`src/twm_map.svh`:
```
`ifndef TWM_MAP_SVH
`define TWM_MAP_SVH
// register offsets
`define TWM_OFS_CTRL 8'h00
`define TWM_OFS_TIMING 8'h08
`define TWM_OFS_CUR 8'h0C
`define TWM_OFS_NEXT 8'h10
`define TWM_OFS_RX 8'h14
`define TWM_OFS_TX 8'h18
`define TWM_OFS_STAT 8'h1C
`define TWM_OFS_IEN 8'h20
`define TWM_OFS_IDIS 8'h24
`define TWM_OFS_MASK 8'h28
`define TWM_OFS_SCLR 8'h2C
// command word fields
`define TWM_C_READ 0
`define TWM_C_WIDE 11
`define TWM_C_SAME 12
`define TWM_C_START 13
`define TWM_C_STOP 14
`define TWM_C_VALID 15
`define TWM_C_CNT_LO 16
`define TWM_C_CNT_HI 23
`define TWM_C_PEC 24
`define TWM_C_ACKL 25
`define TWM_CMD_MASK 32'h03FFFFFF
`define TWM_CMD_RESET 32'h00000000
// control word bits
`define TWM_CR_MEN 0
`define TWM_CR_MDIS 1
`define TWM_CR_SMEN 4
`define TWM_CR_SMDIS 5
`define TWM_CR_STOP 8
// status bits
`define TWM_S_RX 0
`define TWM_S_TX 1
`define TWM_S_SLOT 2
`define TWM_S_DONE 3
`define TWM_S_IDLE 4
`define TWM_S_QUIET 5
`define TWM_S_ADDRESS_NACK_FLAG 8
`define TWM_S_DATA_NACK_FLAG 9
`define TWM_S_ARB 10
`define TWM_S_ALERT 11
`define TWM_S_SMBUS_TIMEOUT_FLAG 12
`define TWM_S_PEC 13
`define TWM_S_STOP 14
`define TWM_STICKY_MASK 15'h7F08
// bus timing, wide address prefix and PEC polynomial
`define TWM_BIT_NS 10000
`define TWM_CLK_NS 20
`define TWM_QUARTER_CYC (`TWM_BIT_NS / (4 * `TWM_CLK_NS))
`define TWM_WIDE_PREFIX 5'h1E
`define TWM_CRC_POLY 8'h07
`endif

```
`src/twm_pkg.sv`:
```
`default_nettype none
package twm_pkg;
   typedef enum logic [5:0] {
      ST_IDLE = 6'h01,
      ST_START = 6'h02,
      ST_BYTE = 6'h04,
      ST_ACK = 6'h08,
      ST_NEXT = 6'h10,
      ST_STOP = 6'h20
   } twm_state_t;
   typedef enum logic [1:0] {
      END_OK = 2'h0,
      END_FAIL = 2'h1,
      END_USER = 2'h2
   } twm_end_t;
endpackage
`default_nettype wire

```
`src/twm_master.sv`:
```
// Behaviour
// - last received byte is NACKed when ack-final is 0, ACKed when 1
// - PEC shift register updates on every address and data bit, not on ACK bits, check skipped when off
// - with PEC on, transmitter appends PEC byte, receiver checks it
// - byte count includes the PEC byte when PEC is used
// - STOP after the last byte only when send-stop is set
// - command valid bit clears when the command finishes
// - send-start gives START on a free bus, repeated START when held
// - wide addressing bit selects 10-bit address, not with SMBus; the code also selects 10-bit with SMBus on
// - upper address bits ignored in 7-bit mode
// - direction bit: 0 transmit, 1 receive
// - next command moves to current when current is free
// - receive register holds received byte, transmit register takes bytes
// - stop-accepted flag set after a software stop, sticky
// - arbitration lost when sampled data line differs from driven level
// - address NAK and data NAK flags
// - sticky PEC error, timeout and alert flags
// - live bus-quiet and idle flags
// - command-done on success or after a software stop
// - live slot-free, transmit-room and receive-waiting flags
// - enable shown in status, status resets to 0x00000002
// - enable-set and enable-clear registers steer the mask
// - status clear writes clear sticky flags
// - NAK or timeout: no done, valid kept, STOP sent
// - arbitration loss: lines released, valid kept, no done
//
// Local design decision: the address-and-strobe port.
`timescale 1ns/1ps
`default_nettype none
`include "twm_map.svh"
module twm_master
   import twm_pkg::*;
#(
   parameter int QUARTER = `TWM_QUARTER_CYC
)
(
   input wire logic clk,
   input wire logic resetn,
   input wire logic [7:0] reg_addr,
   input wire logic [31:0] reg_wdata,
   input wire logic reg_wr,
   input wire logic reg_rd,
   output logic [31:0] reg_rdata,
   input wire logic scl_in,
   output logic scl_out,
   output logic scl_oe,
   input wire logic sda_in,
   output logic sda_out,
   output logic sda_oe,
   input wire logic alert_n_in,
   output logic irq
);
   localparam logic [11:0] QLAST = 12'(QUARTER - 1);

   function automatic logic hit(input logic [7:0] a, input logic [7:0] ofs);
      return a == ofs;
   endfunction

   function automatic logic [7:0] crc_step(input logic [7:0] c, input logic b);
      return {c[6:0], 1'b0} ^ ((c[7] ^ b) ? `TWM_CRC_POLY : 8'h00);
   endfunction

   function automatic logic [7:0] addr_for(input logic [1:0] step, input logic [31:0] c);
      if (!c[`TWM_C_WIDE])
         return c[7:0];
      else if (step == 2'h1)
         return c[8:1];
      else if (step == 2'h2)
         return {`TWM_WIDE_PREFIX, c[10:9], 1'b1};
      else
         return {`TWM_WIDE_PREFIX, c[10:9], c[`TWM_C_READ] & c[`TWM_C_SAME]};
   endfunction

   logic [1:0] scl_sync, sda_sync, alert_sync;
   logic scl_s, sda_s, alert_prev;
   logic [11:0] qcnt;
   logic tick;
   logic master_on, smbus_on, stop_req;
   logic [7:0] slave_stretch_limit;
   logic [31:0] cur, nxt;
   logic [7:0] tx_byte, rx_byte;
   logic tx_full, rx_full;
   logic [14:0] sticky, irq_mask, ev_set;
   logic [31:0] status;
   twm_state_t state;
   twm_end_t end_kind;
   logic [1:0] phase, addr_step;
   logic [2:0] bitn;
   logic [7:0] sh, crc, remaining, smbus_timeout_flag_cnt;
   logic addr_byte, held, halt, got_nack;
   logic rx_push, tx_pop, cmd_finish;
   logic rx_dir, tx_data, pec_send, stretched, last_byte;

   wire wr_ctrl = reg_wr & hit(reg_addr, `TWM_OFS_CTRL);
   wire wr_cur = reg_wr & hit(reg_addr, `TWM_OFS_CUR);
   wire wr_nxt = reg_wr & hit(reg_addr, `TWM_OFS_NEXT);
   wire wr_tx = reg_wr & hit(reg_addr, `TWM_OFS_TX);
   wire rd_rx = reg_rd & hit(reg_addr, `TWM_OFS_RX);
   wire [31:0] wcmd = reg_wdata & `TWM_CMD_MASK;

   // pins pass two flip-flops before use
   always_ff @(posedge clk or negedge resetn)
   begin
      if (!resetn)
      begin
         scl_sync <= 2'h3;
         sda_sync <= 2'h3;
         alert_sync <= 2'h3;
         alert_prev <= 1'b1;
      end
      else
      begin
         scl_sync <= {scl_sync[0], scl_in};
         sda_sync <= {sda_sync[0], sda_in};
         alert_sync <= {alert_sync[0], alert_n_in};
         alert_prev <= alert_sync[1];
      end
   end
   assign scl_s = scl_sync[1];
   assign sda_s = sda_sync[1];

   // quarter-bit enable
   always_ff @(posedge clk or negedge resetn)
   begin
      if (!resetn)
         qcnt <= 12'h000;
      else if (qcnt == QLAST)
         qcnt <= 12'h000;
      else
         qcnt <= qcnt + 12'h001;
   end
   assign tick = (qcnt == QLAST);

   always_ff @(posedge clk or negedge resetn)
   begin
      if (!resetn)
      begin
         master_on <= 1'b0;
         smbus_on <= 1'b0;
         stop_req <= 1'b0;
         slave_stretch_limit <= 8'h00;
      end
      else
      begin
         if (wr_ctrl && reg_wdata[`TWM_CR_MDIS])
            master_on <= 1'b0;
         else if (wr_ctrl && reg_wdata[`TWM_CR_MEN])
            master_on <= 1'b1;
         if (wr_ctrl && reg_wdata[`TWM_CR_SMDIS])
            smbus_on <= 1'b0;
         else if (wr_ctrl && reg_wdata[`TWM_CR_SMEN])
            smbus_on <= 1'b1;
         if (wr_ctrl && reg_wdata[`TWM_CR_STOP])
            stop_req <= 1'b1;
         else if (state == ST_IDLE && !held)
            stop_req <= 1'b0;
         if (reg_wr && hit(reg_addr, `TWM_OFS_TIMING))
            slave_stretch_limit <= reg_wdata[7:0];
      end
   end

   // current and next command
   always_ff @(posedge clk or negedge resetn)
   begin
      if (!resetn)
      begin
         cur <= `TWM_CMD_RESET;
         nxt <= `TWM_CMD_RESET;
      end
      else
      begin
         if (wr_cur)
            cur <= wcmd;
         else if (wr_nxt && !cur[`TWM_C_VALID])
            cur <= wcmd;
         else if (!cur[`TWM_C_VALID] && nxt[`TWM_C_VALID])
            cur <= nxt;
         else if (cmd_finish)
            cur[`TWM_C_VALID] <= 1'b0;
         if (wr_nxt && cur[`TWM_C_VALID])
            nxt <= wcmd;
         else if (!wr_cur && !cur[`TWM_C_VALID] && nxt[`TWM_C_VALID])
            nxt[`TWM_C_VALID] <= 1'b0;
      end
   end

   // holding registers
   always_ff @(posedge clk or negedge resetn)
   begin
      if (!resetn)
      begin
         tx_byte <= 8'h00;
         tx_full <= 1'b0;
         rx_byte <= 8'h00;
         rx_full <= 1'b0;
      end
      else
      begin
         if (wr_tx)
         begin
            tx_byte <= reg_wdata[7:0];
            tx_full <= 1'b1;
         end
         else if (tx_pop)
            tx_full <= 1'b0;
         if (rx_push)
         begin
            rx_byte <= sh;
            rx_full <= 1'b1;
         end
         else if (rd_rx)
            rx_full <= 1'b0;
      end
   end

   assign rx_dir = !addr_byte && cur[`TWM_C_READ];
   assign tx_data = !addr_byte && !cur[`TWM_C_READ];
   assign last_byte = (remaining == 8'h01);
   assign pec_send = cur[`TWM_C_PEC] && last_byte;
   assign stretched = (phase == 2'h2) && !scl_s;

   // bus engine
   always_ff @(posedge clk or negedge resetn)
   begin
      if (!resetn)
      begin
         state <= ST_IDLE;
         end_kind <= END_OK;
         phase <= 2'h0;
         addr_step <= 2'h0;
         bitn <= 3'h0;
         sh <= 8'h00;
         crc <= 8'h00;
         remaining <= 8'h00;
         smbus_timeout_flag_cnt <= 8'h00;
         addr_byte <= 1'b0;
         held <= 1'b0;
         halt <= 1'b0;
         got_nack <= 1'b0;
         scl_oe <= 1'b0;
         sda_oe <= 1'b0;
         rx_push <= 1'b0;
         tx_pop <= 1'b0;
         cmd_finish <= 1'b0;
         ev_set <= 15'h0000;
      end
      else
      begin
         rx_push <= 1'b0;
         tx_pop <= 1'b0;
         cmd_finish <= 1'b0;
         ev_set <= 15'h0000;
         ev_set[`TWM_S_ALERT] <= smbus_on && alert_prev && !alert_sync[1];
         if (wr_cur)
            halt <= 1'b0;
         if (!master_on)
         begin
            state <= ST_IDLE;
            phase <= 2'h0;
            held <= 1'b0;
            scl_oe <= 1'b0;
            sda_oe <= 1'b0;
         end
         else if (tick && stretched)
         begin
            smbus_timeout_flag_cnt <= smbus_timeout_flag_cnt + 8'h01;
            if (smbus_on && slave_stretch_limit != 8'h00 && smbus_timeout_flag_cnt >= slave_stretch_limit
                && state != ST_STOP)
            begin
               ev_set[`TWM_S_SMBUS_TIMEOUT_FLAG] <= 1'b1;
               end_kind <= END_FAIL;
               state <= ST_STOP;
               phase <= 2'h0;
               scl_oe <= 1'b1;
            end
         end
         else if (tick)
         begin
            smbus_timeout_flag_cnt <= 8'h00;
            unique case (state)
               ST_IDLE:
               begin
                  bitn <= 3'h0;
                  if (held && stop_req)
                  begin
                     end_kind <= END_USER;
                     state <= ST_STOP;
                  end
                  else if (cur[`TWM_C_VALID] && !halt)
                  begin
                     remaining <= cur[`TWM_C_CNT_HI:`TWM_C_CNT_LO];
                     addr_step <= 2'h0;
                     addr_byte <= 1'b0;
                     end_kind <= END_OK;
                     if (cur[`TWM_C_START] || !held)
                        state <= ST_START;
                     else
                        state <= ST_NEXT;
                  end
               end
               ST_START:
               begin
                  phase <= phase + 2'h1;
                  if (phase == 2'h0)
                     sda_oe <= 1'b0;
                  else if (phase == 2'h1)
                     scl_oe <= 1'b0;
                  else if (phase == 2'h2)
                     sda_oe <= 1'b1;
                  else
                  begin
                     scl_oe <= 1'b1;
                     held <= 1'b1;
                     sh <= addr_for(addr_step, cur);
                     if (addr_step == 2'h0)
                        crc <= 8'h00;
                     addr_byte <= 1'b1;
                     state <= ST_BYTE;
                  end
               end
               ST_BYTE:
               begin
                  if (phase == 2'h0)
                  begin
                     if (bitn == 3'h0 && tx_data && pec_send)
                     begin
                        sh <= crc;
                        sda_oe <= !crc[7];
                        phase <= 2'h1;
                     end
                     else if (bitn == 3'h0 && tx_data)
                     begin
                        if (tx_full)
                        begin
                           sh <= tx_byte;
                           tx_pop <= 1'b1;
                           sda_oe <= !tx_byte[7];
                           phase <= 2'h1;
                        end
                     end
                     else
                     begin
                        sda_oe <= rx_dir ? 1'b0 : !sh[7];
                        phase <= 2'h1;
                     end
                  end
                  else if (phase == 2'h1)
                  begin
                     scl_oe <= 1'b0;
                     phase <= 2'h2;
                  end
                  else if (phase == 2'h2)
                  begin
                     if (!rx_dir && sh[7] && !sda_s)
                     begin
                        ev_set[`TWM_S_ARB] <= 1'b1;
                        scl_oe <= 1'b0;
                        sda_oe <= 1'b0;
                        held <= 1'b0;
                        halt <= 1'b1;
                        phase <= 2'h0;
                        state <= ST_IDLE;
                     end
                     else
                     begin
                        crc <= crc_step(crc, sda_s);
                        sh <= {sh[6:0], sda_s};
                        phase <= 2'h3;
                     end
                  end
                  else
                  begin
                     scl_oe <= 1'b1;
                     phase <= 2'h0;
                     bitn <= bitn + 3'h1;
                     if (bitn == 3'h7)
                        state <= ST_ACK;
                  end
               end
               ST_ACK:
               begin
                  if (phase == 2'h0)
                  begin
                     if (!rx_dir)
                     begin
                        sda_oe <= 1'b0;
                        phase <= 2'h1;
                     end
                     else if (!rx_full)
                     begin
                        rx_push <= 1'b1;
                        sda_oe <= !(last_byte && !cur[`TWM_C_ACKL]);
                        phase <= 2'h1;
                     end
                  end
                  else if (phase == 2'h1)
                  begin
                     scl_oe <= 1'b0;
                     phase <= 2'h2;
                  end
                  else if (phase == 2'h2)
                  begin
                     got_nack <= sda_s;
                     phase <= 2'h3;
                  end
                  else
                  begin
                     scl_oe <= 1'b1;
                     // data line is let go a tick later, once the clock is surely low
                     phase <= 2'h0;
                     if (!rx_dir && got_nack)
                     begin
                        ev_set[`TWM_S_ADDRESS_NACK_FLAG] <= addr_byte;
                        ev_set[`TWM_S_DATA_NACK_FLAG] <= !addr_byte;
                        end_kind <= END_FAIL;
                        state <= ST_STOP;
                     end
                     else if (rx_dir && last_byte && cur[`TWM_C_PEC] && crc != 8'h00)
                     begin
                        ev_set[`TWM_S_PEC] <= 1'b1;
                        end_kind <= END_FAIL;
                        state <= ST_STOP;
                     end
                     else
                     begin
                        if (!addr_byte)
                           remaining <= remaining - 8'h01;
                        state <= ST_NEXT;
                     end
                  end
               end
               ST_NEXT:
               begin
                  sda_oe <= 1'b0;
                  if (stop_req)
                  begin
                     end_kind <= END_USER;
                     state <= ST_STOP;
                  end
                  else if (addr_byte && cur[`TWM_C_WIDE] && addr_step == 2'h0
                           && !(cur[`TWM_C_READ] && cur[`TWM_C_SAME]))
                  begin
                     addr_step <= 2'h1;
                     sh <= addr_for(2'h1, cur);
                     state <= ST_BYTE;
                  end
                  else if (addr_byte && cur[`TWM_C_WIDE] && addr_step == 2'h1
                           && cur[`TWM_C_READ])
                  begin
                     addr_step <= 2'h2;
                     state <= ST_START;
                  end
                  else if (remaining != 8'h00)
                  begin
                     addr_byte <= 1'b0;
                     state <= ST_BYTE;
                  end
                  else if (cur[`TWM_C_STOP])
                     state <= ST_STOP;
                  else
                  begin
                     cmd_finish <= 1'b1;
                     ev_set[`TWM_S_DONE] <= 1'b1;
                     state <= ST_IDLE;
                  end
               end
               ST_STOP:
               begin
                  phase <= phase + 2'h1;
                  if (phase == 2'h0)
                     sda_oe <= 1'b1;
                  else if (phase == 2'h1)
                     scl_oe <= 1'b0;
                  else if (phase == 2'h3)
                  begin
                     sda_oe <= 1'b0;
                     held <= 1'b0;
                     state <= ST_IDLE;
                     halt <= (end_kind != END_OK);
                     cmd_finish <= (end_kind == END_OK);
                     ev_set[`TWM_S_DONE] <= (end_kind != END_FAIL);
                     ev_set[`TWM_S_STOP] <= (end_kind == END_USER);
                  end
               end
            endcase
         end
      end
   end

   // sticky flags, set wins over clear
   always_ff @(posedge clk or negedge resetn)
   begin
      if (!resetn)
         sticky <= 15'h0000;
      else if (reg_wr && hit(reg_addr, `TWM_OFS_SCLR))
         sticky <= (sticky & ~(reg_wdata[14:0] & `TWM_STICKY_MASK)) | ev_set;
      else
         sticky <= sticky | ev_set;
   end

   assign status = {15'h0000, master_on, 1'b0, sticky[14:8], 2'b00,
                    master_on && state == ST_IDLE && !held && scl_s && sda_s,
                    master_on && state == ST_IDLE && !cur[`TWM_C_VALID] && !nxt[`TWM_C_VALID],
                    sticky[`TWM_S_DONE],
                    master_on && !(cur[`TWM_C_VALID] && nxt[`TWM_C_VALID]),
                    !tx_full, rx_full};

   always_ff @(posedge clk or negedge resetn)
   begin
      if (!resetn)
      begin
         irq_mask <= 15'h0000;
         irq <= 1'b0;
      end
      else
      begin
         if (reg_wr && hit(reg_addr, `TWM_OFS_IEN))
            irq_mask <= irq_mask | reg_wdata[14:0];
         else if (reg_wr && hit(reg_addr, `TWM_OFS_IDIS))
            irq_mask <= irq_mask & ~reg_wdata[14:0];
         irq <= |(status[14:0] & irq_mask);
      end
   end

   // read data stands only in the cycle after the strobe
   always_ff @(posedge clk or negedge resetn)
   begin
      if (!resetn)
         reg_rdata <= 32'h00000000;
      else if (!reg_rd)
         reg_rdata <= 32'h00000000;
      else if (hit(reg_addr, `TWM_OFS_TIMING))
         reg_rdata <= {24'h000000, slave_stretch_limit};
      else if (hit(reg_addr, `TWM_OFS_CUR))
         reg_rdata <= cur;
      else if (hit(reg_addr, `TWM_OFS_NEXT))
         reg_rdata <= nxt;
      else if (hit(reg_addr, `TWM_OFS_RX))
         reg_rdata <= {24'h000000, rx_byte};
      else if (hit(reg_addr, `TWM_OFS_STAT))
         reg_rdata <= status;
      else if (hit(reg_addr, `TWM_OFS_MASK))
         reg_rdata <= {17'h00000, irq_mask};
      else
         reg_rdata <= 32'h00000000;
   end

   // open-drain lines only ever pull low
   always_ff @(posedge clk or negedge resetn)
   begin
      if (!resetn)
      begin
         scl_out <= 1'b0;
         sda_out <= 1'b0;
      end
      else
      begin
         scl_out <= 1'b0;
         sda_out <= 1'b0;
      end
   end
endmodule
`default_nettype wire

```
`config.mk`:
```
export PLATFORM = sky130hd
export DESIGN_NAME = twm_master
export DESIGN_NICKNAME = d
export VERILOG_FILES = /design/src/twm_pkg.sv /design/src/twm_master.sv
export VERILOG_INCLUDE_DIRS = /design/src
export SDC_FILE = /design/constraint.sdc
export NUM_CORES = 1
export LEC_CHECK = 0
export BUFFER_PORTS_ARGS = -buffer_cell sky130_fd_sc_hd__buf_2
export CORE_MARGIN = 4
export CORE_UTILIZATION = 50
export DETAILED_ROUTE_END_ITERATION = 12
export PLACE_DENSITY = 0.68
export SLEW_MARGIN = 20
export SYNTH_ARGS = -nofsm -noshare
export SYNTH_HDL_FRONTEND = slang
export SYNTH_SLANG_ARGS = --single-unit
```
`constraint.sdc`:
```
create_clock -name clk -period 6.41 [get_ports clk]
set_input_delay 0.3205 -clock clk [delete_from_list [all_inputs] [get_ports clk]]
set_output_delay 0.3205 -clock clk [all_outputs]
set_load 0.01 [all_outputs]
```
==> metrics <==
final count of pins violating max slew 0; number of buffers created by CTS 25; endpoint arrival time on the critical path 3.74 ns; minimum clock period after layout 3.34 ns; grt total ovfl 0; clock root cell clkbuf_16; largest voltage drop on the vdd net 0.167 mV; source-to-sink clock delay at the later pin of the worst-skew pair 0.52 ns; initial antenna violation count 1; actual transition at the worst max-transition pin 1.09 ns; Hold EP nxt[15]; share of cells above drive strength 1 16.0%; number of sinks on the clock net 214; worst-case headroom to the max-slew limit 26.0%; total power 0.00295 W; average instance area after synthesis about 9.6 um^2; Initial Util a little over 50%; routability cong. just over 0.9; final design instance area without fill 0.0126 mm^2; depth of the CTS H-tree 1; total half-perimeter wirelength after legalization and detailed placement 21.9 mm; share of the cycle needed by the critical path after routing a little over half; fraction of registers with async set or reset after synthesis 100%; standard cell core area 0.0220 mm^2; top_reg_cell synth dfrtp_1; Reg2Reg Depth 6; synthesized flop and latch total 214; row cnt 54; buffers added on ports 69; worst hold path depth 3; Residual DRC 0; Yosys warnings 0; CTS tree done; top post-synthesis cells by area dfrtp_1 46%, mux2_2 6.0%, nand2_1 4.4%, a21oi_1 3.9%, mux2i_1 3.9%; via count 9351; Area Growth Syn to Fin 11.9%; critical path launch point type flip-flop; number of violations reported at the end of detailed-routing iteration 0 just under 900; setup tns final 0 ns; Reg-to-Reg End remaining[3]; power density over cell area between 200 and 250 mW/mm^2; fin nets 1294; max-capacitance violation count 0; most used cells in the layout excluding fill and tap cells 206 x dfrtp_1, 132 x nand2_1, 89 x nor2_1; worst reg2reg path startpoint state[1]; biggest fanout along the worst timing path 22; buffer count from post-CTS setup fixing 0; global-route wire length before repair 50.0 mm; area share of the largest cell type after synthesis roughly 46%; number of global-route vias before repair 8927; number of vias per cell after detailed routing 6.15; die footprint 0.0251 mm^2; count of final hold-check violations 0; commonest non-fill, non-tap cell in the layout dfrtp_1; io pins 84; Yosys top cell by area dfrtp_1; routed wire length 31.4 mm; cells after synthesis roughly 1200; count of inserted antenna diode cells 0; kind of critical path flip-flop to flip-flop; setup skew after layout 0.0180 ns; post-synthesis sequential area ratio 47.5%; remaining antenna violation count 0; maximum achievable frequency 300 MHz; register-to-register setup slack 3.07 ns; result of the run complete, no violations; unrepaired setup endpoints after global routing false; crit path capture type flip-flop; number of distinct standard cells referenced by the synthesized netlist 73; number of flops mapped to enable cells by yosys 0; Finish-stage setup viols 0; drt pass-1 iters 5; global-route total usage across every layer 25.2%; leakage power 5.67 nW; Worst-path clk slew 0.06 ns; largest net degree at the start of global routing 79; average detailed-routed wire length per instance about 21 um; Chip Width 158 um; Cell Area, Placed 0.0118 mm^2; final core utilization 57.4%; CTS max path bufs 3; Worst Hold Launch reg_wdata[15]; cell area after technology mapping around 0.011 mm^2; critical path data required time 6.82 ns; worst hold path class input port to flip-flop; height of the die 158 um
state kept, by name, indices dropped and copies added (netlist names), 3 cells and up, named ones only:
signal,count
slave_stretch_limit,8
bitn,3
cur,26
smbus_timeout_flag_cnt,8
sh,8
tx_byte,8
sticky,8
rx_byte,8
ev_set,8
qcnt,12
reg_rdata,26
state,6
nxt,26
remaining,8
crc,8
worst max-delay path, stage by stage (launching register included):
cell	delay, ns
dfrtp_1	0.56
nor4_2	0.58
nand2_1	0.62
o41ai_1	0.61
o211a_1	0.43
o21ai_0	0.15
a22o_1	0.26
timing repair:
item / CTS / global route
gates resized for setup: 0 / 0
hold buffers: 4 / 0
hold endpoints to repair: 56 / 0
routing by layer:
layer	GRT usage [%]	part of all wire, %	up-vias
met3	4.05	6.9	73
met4	7.96	3.2	2
met2	39.3	46	362
met1	36.3	44	4568
met5	0	0.025	-
li1	-	-	4346
cell families after synthesis:
group	count (synthesis)	synth area share (%)
AND/OR/NAND/NOR	412	18.0
flip-flops	214	47.5
AO/OA/AOI/OAI	307	17.0
multiplexers	104	9.87
buffers and inverters	102	3.96
adder cells (fa/ha/maj)	22	2.43
other	1	0.0332
XOR/XNOR	16	1.24
worst max path at each step:
stage | start | endpoint | slack, ns | cells past startpoint
2_1_floorplan | phase[1] | state[5] | 4.17 | 9
3_3_place_gp | state[1] | remaining[3] | 3.18 | 6
3_5_place_dp | state[1] | remaining[3] | 3.16 | 6
4_1_cts | state[1] | remaining[3] | 3.14 | 6
5_1_grt | state[1] | remaining[3] | 2.75 | 6
6_report | state[1] | remaining[3] | 3.07 | 6
power by group:
group / total (W) / leakage [nW] / internal [W] / switching [W]
logic: 0.000147 / 2.48 / 0.0000546 / 0.0000920
clock network: 0.00138 / 0.382 / 0.000822 / 0.000554
registers: 0.00142 / 2.81 / 0.00138 / 0.0000395
through the flow:
stage               std cells  hold slack, ns  setup slack, ns
finish                   1520          0.0222             3.07
global route             1520          0.0294             2.75
CTS                      1519         0.00667             3.14
detailed placement       1473           0.293             3.16
global placement         1473           0.290             3.18
floorplan                1185          0.0249             4.17
area by class of cell:
cell class | instances | area (um^2)
flip-flops and latches | 214 | 5370
fillers | 1961 | 9380
clock buffers | 34 | 679
inverters | 32 | 120
clock inverters | 8 | 108
repair buffers | 83 | 483
multi-input cells | 869 | 5540
well taps | 280 | 350
synth_stat cells (14+ instances only):
cell and number:
a21o_1 14, a21oi_1 88, a22oi_1 26, clkbuf_1 40, dfrtp_1 206, ha_1 22
inv_1 32, mux2_2 60, mux2i_1 44, nand2_1 132, nand2b_1 17, nand3_1 32
nand4_1 20, nor2_1 91, nor2b_1 16, nor3_1 26, o21ai_0 85
Power figures use the tool's default switching activity.
